==> src/common/ctr_pkg.sv <==
package ctr_pkg;
    localparam int          REG_W            = 16;
    localparam int          ADDR_W           = 8;
    localparam int          NCH              = 3;
    localparam logic [7:0]  GEN_TRIG_ADDR    = 8'h20;
    localparam logic [7:0]  CH_TRIG_ADDR     = 8'h21;
    localparam logic [7:0]  STATUS_ADDR      = 8'h23;
    localparam logic [15:0] TRIG_RESET_VAL   = 16'h0000;
    localparam int          UNLOCK_MSB       = 15;
    localparam int          UNLOCK_LSB       = 12;
    localparam logic [3:0]  UNLOCK_PATTERN   = 4'h5;
    localparam int          SOFT_RST_MSB     = 11;
    localparam int          SOFT_RST_LSB     = 8;
    localparam logic [3:0]  SOFT_RST_PATTERN = 4'hA;
    localparam int          LOAD_BIT         = 7;
    localparam int          CLEAR_BIT        = 6;
    localparam int          DUMP_BIT         = 4;
    localparam int          PROTECT_BIT      = 3;
    localparam int          ROW_READ_BIT     = 2;
    localparam int          PROG_BIT         = 1;
    localparam int          RELOAD_BIT       = 0;
    localparam int          CMP_CLEAR_BIT    = 3;
    localparam int          PROTECT_FLAG_BIT = 8;
    // per-channel bit positions, channel 0..2
    localparam int          RUN_POS [NCH]    = '{4, 0, 12};
    localparam int          HI_POS  [NCH]    = '{5, 1, 13};
    localparam int          LO_POS  [NCH]    = '{6, 2, 14};
    localparam logic [15:0] GEN_RD_MASK      = 16'hF000;
    localparam logic [15:0] CH_RD_MASK       = 16'h1011;
endpackage

==> src/design/ctr_pulse.sv <==
`timescale 1ns/10ps
module ctr_pulse
    import ctr_pkg::*;
#(
    parameter int W = 8
) (
    // clocking
    input  wire logic         ref_clk,
    input  wire logic         resetn,
    input  wire logic         clk_en,
    // request and pulse
    input  wire logic [W-1:0] fire,
    output logic      [W-1:0] pulse
);
    typedef struct packed {
        logic [W-1:0] pulse;
    } ctr_pulse_st_t;

    ctr_pulse_st_t st_q;
    ctr_pulse_st_t st_d;

    always_comb begin
        st_d = st_q;
        if (clk_en) begin
            st_d.pulse = fire;
        end
    end

    always_ff @(posedge ref_clk or negedge resetn) begin
        if (!resetn) begin
            st_q <= '0;
        end else begin
            st_q <= st_d;
        end
    end

    assign pulse = st_q.pulse;

    a_pulse_single : assert property (@(posedge ref_clk) disable iff (!resetn)
        (clk_en && !fire[0]) |=> !pulse[0])
        else $error("pulse lasted past its request");
endmodule

==> src/design/ctr_run_ctl.sv <==
`timescale 1ns/10ps
module ctr_run_ctl
    import ctr_pkg::*;
#(
    parameter int N = NCH
) (
    // clocking
    input  wire logic         ref_clk,
    input  wire logic         resetn,
    input  wire logic         clk_en,
    // register write
    input  wire logic         wr,
    input  wire logic [N-1:0] wr_val,
    // run levels
    output logic      [N-1:0] waveform_run
);
    typedef struct packed {
        logic [N-1:0] run;
    } ctr_run_st_t;

    ctr_run_st_t st_q;
    ctr_run_st_t st_d;

    always_comb begin
        st_d = st_q;
        if (clk_en && wr) begin
            st_d.run = wr_val;
        end
    end

    always_ff @(posedge ref_clk or negedge resetn) begin
        if (!resetn) begin
            st_q <= '0;
        end else begin
            st_q <= st_d;
        end
    end

    assign waveform_run = st_q.run;

    a_run_hold : assert property (@(posedge ref_clk) disable iff (!resetn)
        !(clk_en && wr) |=> $stable(waveform_run))
        else $error("run level changed without write");
endmodule

==> src/design/ctr_trigger_regs.sv <==
`timescale 1ns/10ps
module ctr_trigger_regs
    import ctr_pkg::*;
(
    // clocking
    input  wire logic              ref_clk,
    input  wire logic              resetn,
    input  wire logic              clk_en,
    // register port from serial interface
    input  wire logic              reg_wr,
    input  wire logic              reg_rd,
    input  wire logic [ADDR_W-1:0] reg_addr,
    input  wire logic [REG_W-1:0]  reg_wdata,
    output logic      [REG_W-1:0]  reg_rdata,
    // general actions
    output logic                   unlock_key,
    output logic                   soft_reset,
    output logic                   load_outputs_trigger,
    output logic                   clear_outputs_trigger,
    output logic                   fault_dump_trigger,
    output logic                   protect_trigger,
    output logic                   single_row_read_trigger,
    output logic                   store_program_trigger,
    output logic                   store_reload_trigger,
    // per-channel actions, run levels and the single comparator latch clear
    input  wire logic [NCH-1:0]    sync_enable,
    input  wire logic [NCH-1:0]    clear_value_select,
    output logic      [NCH-1:0]    load_channel,
    output logic      [NCH-1:0]    clear_channel,
    output logic      [NCH-1:0]    clear_to_mid,
    output logic      [NCH-1:0]    margin_low_trigger,
    output logic      [NCH-1:0]    margin_high_trigger,
    output logic      [NCH-1:0]    waveform_run,
    output logic                   comparator_latch_clear,
    // protect status
    output logic                   protect_flag
);
    localparam int NP = 9 + 2 * NCH + 1;

    typedef struct packed {
        logic [REG_W-1:0] rdata;
        logic             protect_flag;
        logic [NCH-1:0]   clr_mid;
    } ctr_main_st_t;

    ctr_main_st_t st_q;
    ctr_main_st_t st_d;

    function automatic logic hit(input logic [ADDR_W-1:0] a, input logic [ADDR_W-1:0] target);
        hit = (a == target);
    endfunction

    logic            wr_gen;
    logic            wr_ch;
    logic [NP-1:0]   fire;
    logic [NP-1:0]   pulses;
    logic [NCH-1:0]  lo_bits;
    logic [NCH-1:0]  hi_bits;
    logic [NCH-1:0]  run_bits;
    logic            status_read;

    assign wr_gen      = reg_wr && hit(reg_addr, GEN_TRIG_ADDR);
    assign wr_ch       = reg_wr && hit(reg_addr, CH_TRIG_ADDR);
    assign status_read = reg_rd && hit(reg_addr, STATUS_ADDR);

    genvar gi;
    generate
        for (gi = 0; gi < NCH; gi++) begin : g_ch
            assign lo_bits[gi]  = reg_wdata[LO_POS[gi]];
            assign hi_bits[gi]  = reg_wdata[HI_POS[gi]];
            assign run_bits[gi] = reg_wdata[RUN_POS[gi]];
        end
    endgenerate

    // one request bit per action; writing 0 requests nothing
    always_comb begin
        fire     = '0;
        fire[0]  = wr_gen && (reg_wdata[UNLOCK_MSB:UNLOCK_LSB] == UNLOCK_PATTERN);
        fire[1]  = wr_gen && (reg_wdata[SOFT_RST_MSB:SOFT_RST_LSB] == SOFT_RST_PATTERN);
        fire[2]  = wr_gen && reg_wdata[LOAD_BIT];
        fire[3]  = wr_gen && reg_wdata[CLEAR_BIT];
        fire[4]  = wr_gen && reg_wdata[DUMP_BIT];
        fire[5]  = wr_gen && reg_wdata[PROTECT_BIT];
        fire[6]  = wr_gen && reg_wdata[ROW_READ_BIT];
        fire[7]  = wr_gen && reg_wdata[PROG_BIT];
        fire[8]  = wr_gen && reg_wdata[RELOAD_BIT];
        fire[9 +: NCH]       = wr_ch ? lo_bits : '0;
        fire[9 + NCH +: NCH] = wr_ch ? hi_bits : '0;
        fire[NP-1] = wr_ch && reg_wdata[CMP_CLEAR_BIT];
    end

    ctr_pulse #(
        .W (NP)
    ) u_pulse (
        .ref_clk (ref_clk),
        .resetn  (resetn),
        .clk_en  (clk_en),
        .fire    (fire),
        .pulse   (pulses)
    );

    ctr_run_ctl #(
        .N (NCH)
    ) u_run (
        .ref_clk      (ref_clk),
        .resetn       (resetn),
        .clk_en       (clk_en),
        .wr           (wr_ch),
        .wr_val       (run_bits),
        .waveform_run (waveform_run)
    );

    always_comb begin
        st_d = st_q;
        if (clk_en) begin
            if (fire[3]) begin
                st_d.clr_mid = clear_value_select;
            end
            // a new protect launch beats the clearing read
            if (fire[5]) begin
                st_d.protect_flag = 1'b1;
            end else if (status_read) begin
                st_d.protect_flag = 1'b0;
            end
            st_d.rdata = '0;
            if (reg_rd) begin
                if (hit(reg_addr, GEN_TRIG_ADDR)) begin
                    // key is not kept; every bit reads 0
                    st_d.rdata = '0;
                end else if (hit(reg_addr, CH_TRIG_ADDR)) begin
                    st_d.rdata = '0;
                    for (int i = 0; i < NCH; i++) begin
                        st_d.rdata[RUN_POS[i]] = waveform_run[i];
                    end
                end else if (hit(reg_addr, STATUS_ADDR)) begin
                    st_d.rdata[PROTECT_FLAG_BIT] = st_q.protect_flag;
                end
            end
        end
    end

    always_ff @(posedge ref_clk or negedge resetn) begin
        if (!resetn) begin
            st_q <= '0;
        end else begin
            st_q <= st_d;
        end
    end

    assign reg_rdata               = st_q.rdata;
    assign protect_flag            = st_q.protect_flag;
    assign unlock_key              = pulses[0];
    assign soft_reset              = pulses[1];
    assign load_outputs_trigger    = pulses[2];
    assign clear_outputs_trigger   = pulses[3];
    assign fault_dump_trigger      = pulses[4];
    assign protect_trigger         = pulses[5];
    assign single_row_read_trigger = pulses[6];
    assign store_program_trigger   = pulses[7];
    assign store_reload_trigger    = pulses[8];
    assign margin_low_trigger      = pulses[9 +: NCH];
    assign margin_high_trigger     = pulses[9 + NCH +: NCH];
    assign comparator_latch_clear  = pulses[NP-1];
    assign load_channel            = {NCH{pulses[2]}} & sync_enable;
    assign clear_channel           = {NCH{pulses[3]}};
    assign clear_to_mid            = st_q.clr_mid;

    a_unlock_key : assert property (@(posedge ref_clk) disable iff (!resetn)
        (clk_en && wr_gen && reg_wdata[15:12] == 4'h5) |=> unlock_key)
        else $error("unlock key not presented");
    a_unlock_wrong : assert property (@(posedge ref_clk) disable iff (!resetn)
        (clk_en && !(wr_gen && reg_wdata[15:12] == 4'h5)) |=> !unlock_key)
        else $error("unlock without key");
    a_soft_reset : assert property (@(posedge ref_clk) disable iff (!resetn)
        (clk_en && wr_gen && reg_wdata[11:8] == 4'hA) |=>
            soft_reset ##1 (!soft_reset || $past(fire[1]) || !$past(clk_en)))
        else $error("soft reset pulse wrong");
    a_reset_wrong : assert property (@(posedge ref_clk) disable iff (!resetn)
        (clk_en && !(wr_gen && reg_wdata[11:8] == 4'hA)) |=> !soft_reset)
        else $error("soft reset without pattern");
    a_load_sync : assert property (@(posedge ref_clk) disable iff (!resetn)
        load_channel != '0 |-> load_outputs_trigger && (load_channel & ~sync_enable) == '0)
        else $error("load on unsynced channel");
    a_load_chan : assert property (@(posedge ref_clk) disable iff (!resetn)
        (clk_en && wr_gen && reg_wdata[7]) |=> load_channel == sync_enable)
        else $error("load missed a synced channel");
    a_load_idle : assert property (@(posedge ref_clk) disable iff (!resetn)
        (clk_en && !(wr_gen && reg_wdata[7])) |=> !load_outputs_trigger)
        else $error("load without request");
    a_clear_fire : assert property (@(posedge ref_clk) disable iff (!resetn)
        (clk_en && wr_gen && reg_wdata[6]) |=> clear_outputs_trigger)
        else $error("clear not fired");
    a_clear_level : assert property (@(posedge ref_clk) disable iff (!resetn)
        (clk_en && wr_gen && reg_wdata[6]) |=> clear_to_mid == $past(clear_value_select))
        else $error("clear level not captured");
    a_clear_idle : assert property (@(posedge ref_clk) disable iff (!resetn)
        (clk_en && !(wr_gen && reg_wdata[6])) |=> !clear_outputs_trigger)
        else $error("clear without request");
    a_dump_fire : assert property (@(posedge ref_clk) disable iff (!resetn)
        (clk_en && wr_gen && reg_wdata[4]) |=> fault_dump_trigger)
        else $error("fault dump not fired");
    a_dump_idle : assert property (@(posedge ref_clk) disable iff (!resetn)
        (clk_en && !(wr_gen && reg_wdata[4])) |=> !fault_dump_trigger)
        else $error("fault dump without request");
    a_protect_fire : assert property (@(posedge ref_clk) disable iff (!resetn)
        (clk_en && wr_gen && reg_wdata[3]) |=> protect_trigger && protect_flag)
        else $error("protect not fired or flagged");
    a_protect_idle : assert property (@(posedge ref_clk) disable iff (!resetn)
        (clk_en && !(wr_gen && reg_wdata[3])) |=> !protect_trigger)
        else $error("protect without request");
    a_row_fire : assert property (@(posedge ref_clk) disable iff (!resetn)
        (clk_en && wr_gen && reg_wdata[2]) |=> single_row_read_trigger)
        else $error("row read not fired");
    a_row_idle : assert property (@(posedge ref_clk) disable iff (!resetn)
        (clk_en && !(wr_gen && reg_wdata[2])) |=> !single_row_read_trigger)
        else $error("row read without request");
    a_prog_fire : assert property (@(posedge ref_clk) disable iff (!resetn)
        (clk_en && wr_gen && reg_wdata[1]) |=> store_program_trigger)
        else $error("program not fired");
    a_prog_idle : assert property (@(posedge ref_clk) disable iff (!resetn)
        (clk_en && !(wr_gen && reg_wdata[1])) |=> !store_program_trigger)
        else $error("program without request");
    a_reload_fire : assert property (@(posedge ref_clk) disable iff (!resetn)
        (clk_en && wr_gen && reg_wdata[0]) |=> store_reload_trigger)
        else $error("reload not fired");
    a_reload_idle : assert property (@(posedge ref_clk) disable iff (!resetn)
        (clk_en && !(wr_gen && reg_wdata[0])) |=> !store_reload_trigger)
        else $error("reload without request");
    a_margin_lo : assert property (@(posedge ref_clk) disable iff (!resetn)
        (clk_en && wr_ch && reg_wdata[14]) |=> margin_low_trigger[2])
        else $error("margin low ch2 not fired");
    a_margin_lo0 : assert property (@(posedge ref_clk) disable iff (!resetn)
        (clk_en && wr_ch && reg_wdata[6]) |=> margin_low_trigger[0])
        else $error("margin low ch0 not fired");
    a_margin_lo1 : assert property (@(posedge ref_clk) disable iff (!resetn)
        (clk_en && wr_ch && reg_wdata[2]) |=> margin_low_trigger[1])
        else $error("margin low ch1 not fired");
    a_margin_lo_idle : assert property (@(posedge ref_clk) disable iff (!resetn)
        (clk_en && !wr_ch) |=> margin_low_trigger == '0)
        else $error("margin low without write");
    a_margin_hi : assert property (@(posedge ref_clk) disable iff (!resetn)
        (clk_en && wr_ch && reg_wdata[1]) |=> margin_high_trigger[1])
        else $error("margin high ch1 not fired");
    a_margin_hi0 : assert property (@(posedge ref_clk) disable iff (!resetn)
        (clk_en && wr_ch && reg_wdata[5]) |=> margin_high_trigger[0])
        else $error("margin high ch0 not fired");
    a_margin_hi2 : assert property (@(posedge ref_clk) disable iff (!resetn)
        (clk_en && wr_ch && reg_wdata[13]) |=> margin_high_trigger[2])
        else $error("margin high ch2 not fired");
    a_margin_hi_idle : assert property (@(posedge ref_clk) disable iff (!resetn)
        (clk_en && !wr_ch) |=> margin_high_trigger == '0)
        else $error("margin high without write");
    a_run_write : assert property (@(posedge ref_clk) disable iff (!resetn)
        (clk_en && wr_ch) |=> waveform_run == {$past(reg_wdata[12]), $past(reg_wdata[0]), $past(reg_wdata[4])})
        else $error("run bits not taken");
    a_ch_read_run : assert property (@(posedge ref_clk) disable iff (!resetn)
        (clk_en && reg_rd && hit(reg_addr, 8'h21)) |=>
            reg_rdata[12] == $past(waveform_run[2]) && reg_rdata[4] == $past(waveform_run[0])
            && reg_rdata[0] == $past(waveform_run[1]))
        else $error("run bits not read back");
    a_cmp_clear : assert property (@(posedge ref_clk) disable iff (!resetn)
        (clk_en && wr_ch && reg_wdata[3]) |=> comparator_latch_clear)
        else $error("comparator clear not fired");
    a_cmp_idle : assert property (@(posedge ref_clk) disable iff (!resetn)
        (clk_en && !(wr_ch && reg_wdata[3])) |=> !comparator_latch_clear)
        else $error("comparator clear without request");
    a_flag_read : assert property (@(posedge ref_clk) disable iff (!resetn)
        (clk_en && status_read && !fire[5]) |=> !protect_flag ##0 reg_rdata[8] == $past(protect_flag))
        else $error("protect flag read clear wrong");
    a_flag_hold : assert property (@(posedge ref_clk) disable iff (!resetn)
        (clk_en && !status_read && !fire[5]) |=> $stable(protect_flag))
        else $error("protect flag changed unprompted");
    a_gen_read0 : assert property (@(posedge ref_clk) disable iff (!resetn)
        (clk_en && reg_rd && hit(reg_addr, 8'h20)) |=> reg_rdata == 16'h0000)
        else $error("trigger readback not zero");
    a_ch_dontcare : assert property (@(posedge ref_clk) disable iff (!resetn)
        (clk_en && reg_rd && hit(reg_addr, 8'h21)) |=> (reg_rdata & 16'hEFEE) == 16'h0000)
        else $error("don't-care bits not zero");
    a_status_dontcare : assert property (@(posedge ref_clk) disable iff (!resetn)
        (clk_en && status_read) |=> (reg_rdata & 16'hFEFF) == 16'h0000)
        else $error("status spare bits not zero");
    a_other_read : assert property (@(posedge ref_clk) disable iff (!resetn)
        (clk_en && reg_rd && !hit(reg_addr, 8'h20) && !hit(reg_addr, 8'h21) && !hit(reg_addr, 8'h23)) |=>
            reg_rdata == 16'h0000)
        else $error("undecoded read not zero");
    a_bit5_ignored : assert property (@(posedge ref_clk) disable iff (!resetn)
        (clk_en && wr_gen && reg_wdata == 16'h0020) |=> !(unlock_key || soft_reset || load_outputs_trigger
            || clear_outputs_trigger || fault_dump_trigger || protect_trigger || single_row_read_trigger
            || store_program_trigger || store_reload_trigger))
        else $error("don't-care bit fired an action");
endmodule

==> config.mk <==
export PLATFORM = sky130hd
export DESIGN_NAME = ctr_trigger_regs
export DESIGN_NICKNAME = d
export VERILOG_FILES = /design/src/common/ctr_pkg.sv /design/src/design/ctr_pulse.sv /design/src/design/ctr_run_ctl.sv /design/src/design/ctr_trigger_regs.sv
export SDC_FILE = /design/constraint.sdc
export NUM_CORES = 1
export LEC_CHECK = 0
export BUFFER_PORTS_ARGS = -buffer_cell sky130_fd_sc_hd__buf_2
export CAP_MARGIN = 20
export CORE_MARGIN = 2
export CORE_UTILIZATION = 33
export CTS_CLUSTER_DIAMETER = 200
export DETAILED_ROUTE_END_ITERATION = 8
export PLACE_DENSITY_LB_ADDON = 0.08
export SLEW_MARGIN = 20
export SYNTH_ARGS = -nofsm -noshare
export SYNTH_HDL_FRONTEND = slang
export SYNTH_SLANG_ARGS = --single-unit
==> constraint.sdc <==
create_clock -name ref_clk -period 2.2 [get_ports ref_clk]
set_input_delay 0.44 -clock ref_clk [delete_from_list [all_inputs] [get_ports ref_clk]]
set_output_delay 0.44 -clock ref_clk [all_outputs]
set_load 0.01 [all_outputs]
### Yosys cells after proc, flatten, opt, wreduce, memory -nomap -nowiden

Index checks and enable logic that the tools add are counted.
Widths: inputs -> output; s select.

| operators by class | value |
|---|---|
| bitwise logic cells | 1 |
| reductions and logical operators | 17 |
| muxes and demuxes | 10 |
| equality and inequality tests | 5 |

Operators with widths:

| kind | count |
|---|---|
| $mux 13 | 2 |
| $eq 8x6->1 const B | 3 |
| $logic_and 1x1->1 | 14 |
| $mux 3 | 2 |
| $mux 5 | 1 |
| $eq 4x3->1 const B | 1 |
| $eq 4x4->1 const B | 1 |
| $mux 1 | 4 |
| $mux 4 | 1 |
| $reduce_and 2->1 | 2 |
| $and 3x3->3 | 1 |
| $reduce_bool 2->1 | 1 |

| word-level totals | value |
|---|---|
| flip-flop bits (word level) | 39 |
| input bits | 35 |
| word-level logic and storage cells | 38 |
| output and inout bits | 45 |

### Longest topological paths before layout

| depth | value |
|---|---|
| word-level depth | 5 |
| mapped depth | 4 |
| depth with buffers taken out | 3 |

### By module

A second synthesis with hierarchy kept.

| unflattened totals | value |
|---|---|
| cell total of the unflattened synthesis | 108 |
| area, all modules | 1,461.4 um2 |

Modules (own cells, without submodules):

| module | sequential area each (um2) | area each (um2) | times used | cells each |
|---|---|---|---|---|
| ctr_trigger_regs | 200.2 | 685.7 | 1 | 67 |
| ctr_pulse | 400.4 | 649.4 | 1 | 34 |
| ctr_run_ctl | 75.1 | 126.4 | 1 | 7 |

### Worst setup path after synthesis

OpenSTA, ideal clock, no wires.

| path | value |
|---|---|
| path type | input-to-reg |
| start | in reg_addr[4] |
| end | reg u_run.st_q, in the netlist u_run.waveform_run[0] |
| data required time | 2,075 ps |
| slack | 670 ps |
| arrival time | 1,405 ps |
| buffers on the path | 1 |
| library setup time | 125 ps |
| stages on the path | 4 |
| cell sequence | nor4b_4 and4_1 buf_6 mux2_4 |

| between the ends | value |
|---|---|
| word-level cells in the longest chain between the ends | 3 |

RTL lines:

| item | RTL line | text |
|---|---|---|
| from (decl) | ctr_trigger_regs.sv:12 | `input wire logic [ADDR_W-1:0] reg_addr,` |
| $eq 8x6->1 | ctr_trigger_regs.sv:50 | `hit = (a == target);` |
| $logic_and 1x1->1 | ctr_trigger_regs.sv:63 | `assign wr_ch = reg_wr && hit(reg_addr, CH_TRIG_ADDR);` |
| $logic_and 1x1->1 | ctr_run_ctl.sv:26 | `if (clk_en && wr) begin` |
| to (signal assigned) | ctr_run_ctl.sv:35 | `st_q <= st_d;` |
| to (decl) | ctr_run_ctl.sv:21 | `ctr_run_st_t st_q;` |

Every way passes these cells.
A chain may end at the register's enable or synchronous reset.

### Worst setup path after layout

| path | value |
|---|---|
| start | in reg_addr[1] |
| end | reg u_run.st_q, in the netlist u_run.waveform_run[2] |

Same word-level chain as after synthesis.

==> results.md <==
* Hold_buf cts at 0
* Largest net degree at the start of global routing at 28
* CTS resizes at 0
* Post CTS Setup Buffer Count at 0
* DR iter-0 viols at 14
* CTS max path bufs at 2
* Core Region at roughly 0.0036 mm2
* Distinct cells, synth at 23
* Drt first pass iters at 3
* Setup crit start kind: input port
* Required time of the critical path at ~2.4 ns
* Syn Area/Cell at ~13 um2
* Period utilization at approximately 76%
* Share of post-route cells with drive strength above 1 at roughly half
* Drt total wl at ~2600 um
* Area grow syn2layout at 28.5%
* Fin. Hold Viols at 0
* ANT nets after route at 0
* CTS root buffer: clkbuf_8
* Starting density of the core at about a third
* Fin nets at approximately 190
* Share of the synthesized area in the top cell type at a little under three fifths
* F_max at between 500 and 600 MHz
* Max cap viols at 0
* Pin slew with the least headroom to its limit at around 0.59 ns
* R2R cell count at 1
* Clock power frac at between 30% and 40%
* Hold WS at about 0.17 ns
* Static Leak at between 0.9 and 1 nW
* H-Tree Depth at 1
* Syn Inst Count at 92
* CP max stage cell: and4_1
* Comb power frac at under 10%
* Clock slew at reported path FFs at about 0.090 ns
* CTS tree: yes
* Clock Skew at ~0.0033 ns
* Vias in the first global route at 869
* Relative slew slack at approximately 60%
* Peak supply drop at about 0.17 mV
* Final setup vio count at 0
* Synth Register Bits at 27
* First-pass GRT wire length at a little over 4000 um
* Post-synth ARST share at 100%
* Detailed placement HPWL at 2000 um
* Period minus WS final at between 1.5 and 2 ns
* Final Slew Violations at 0
* Row count at 22
* RSZ-0062 raised after global routing: no
* Port bufs at between 60 and 70
* Congestion Overflow GR at 0
* Post-synthesis cell area at between 0.001 and 0.0015 mm2
* Post-synthesis sequential area ratio at 55.6%
* Hold Crit Class: input port to async pin
* Total track usage at 12.7%
* CP max stage delay at a little under 0.6 ns
* Most common cell in the synthesized netlist: dfrtp_1
* Crit path arrival time at around 1.8 ns
* Power density over cell area at roughly 540 mW/mm2
* Sequential Power Share at roughly three fifths
* Sink count of the clock tree at 27
* Synth area leader: dfrtp_1
* Drt via density at about 4.5
* Switch Pwr at between 0.00015 and 0.0002 W
* Routability congestion estimate at around 0.7
* Internal Dissipation at 0.000660 W
* Die H at 64.7 um
* Top cells by area, synth: dfrtp_1 56%, a22o_1 14%, buf_4 9.9%, mux2_4 3.7%, mux2_2 2.8%
* WL per Instance at between 10 and 15 um
* Chip width at around 65 um
* Antenna violations before repair at 0
* Crit-path cells: buf_2 -> nor3_1 -> and4_1 -> mux2_4
* CP max FO at 10
* Vias at between 900 and 1000
* Worst skew pair latency at ~0.26 ns
* Die area at about 0.0042 mm2
* Switching Fraction at roughly 22%
* Status: completed
* Top Ports at 80
* Setup tns final at 0 ns
* TritonCTS buffer count at 3
* Most used DFF post-synth: dfrtp_1
* List of most frequent post-synthesis cells: 27 x dfrtp_1, 19 x a22o_1, 16 x buf_4, 4 x and2_1
* Ant. Diodes at 0
* Path type of the worst setup path: input port to flip-flop
* Warnings from Yosys at 0
* Post-synth EDFFs at 0
* CP endpoint kind: flip-flop
* Drt drc at 0
## through the flow
stage          instance area (um2)  total power [W]  util [%]  std cells  setup WS [ns]
6_report                      1560         0.000850      43.3        204          0.521
5_1_grt                       1560         0.000893      43.3        204          0.499
4_1_cts                       1560         0.000862      43.3        204          0.555
3_5_place_dp                  1520         0.000588      42.1        200          0.269
3_3_place_gp                  1520         0.000587      42.1        200          0.321
2_1_floorplan                 1260         0.000553         -        103          0.670
## final cells by class
cell class | count | area, um2
fill | 365 | 2040
tap | 48 | 60.1
multi-input combinational | 55 | 434
inverter | 3 | 11.3
sequential | 27 | 676
timing repair buffer | 67 | 335
clock buffer | 4 | 45.0
## path summary, 6_finish.rpt
kind,startpoint,to,slack [ns]
max,reg_addr[1],u_run.waveform_run[2],0.52
min,resetn,u_pulse.pulse[11],0.17
min reg2reg,reg_rdata[8],reg_rdata[8],0.50
min in group ref_clk,reg_wdata[5],u_pulse.pulse[12],0.40
max in group asynchronous,resetn,protect_flag,1.64
max reg2reg,u_run.waveform_run[1],u_run.waveform_run[1],1.41
## worst max-delay path: cells and delay by family
| kind | cells | cell delay, ns |
|---|---|---|
| multiplexers | 1 | 0.34 |
| buffers and inverters | 1 | 0.10 |
| AND/OR/NAND/NOR | 2 | 0.94 |
## state kept, by name, summed over array words and instances, names as in the netlist
register / flops
clear_to_mid: 3
u_pulse.pulse: 16
protect_flag: 1
reg_rdata: 4
u_run.waveform_run: 3
## placed cells by master, fill, tap and decap left out
cell       instances
nor2b_1            1
mux2_2             3
clkinv_1           1
clkbuf_8           3
nor3_1             1
and3_1             1
o2bb2ai_1          1
and3_2             1
and4_1             1
nor4bb_1           2
nor4b_4            1
and2_1             4
clkbuf_1           1
conb_1            12
mux2_4             3
dfrtp_1           27
and4b_2            1
buf_2             67
o21ai_0            1
nor2_1             1
nand4_1            2
inv_1              2
a22o_1            19
## per-layer routing
metal  wire [um]  vias to the layer above  global-route usage (%)
li1            -                      438                       -
met4          18                        0                    3.99
met3         214                        2                    2.95
met2        1150                       41                    20.8
met1        1220                      432                    16.7
met5           0                        -                       0
## cells by family after synthesis
group | synth area share (%)
flops | 55.6
compound gates | 14.8
buf+inv | 12.0
simple gates | 10.7
mux | 6.49
other cells | 0.309
## power by group through the flow
stage	Sequential, W	Clock, W	Combinational (W)
global route	0.000502	0.000305	0.0000865
global placement	0.000511	0	0.0000761
floorplan	0.000512	0	0.0000406
detailed placement	0.000511	0	0.0000774
finish	0.000501	0.000273	0.0000760
CTS	0.000501	0.000284	0.0000777
Note: power is estimated with default switching activity, not from simulation.
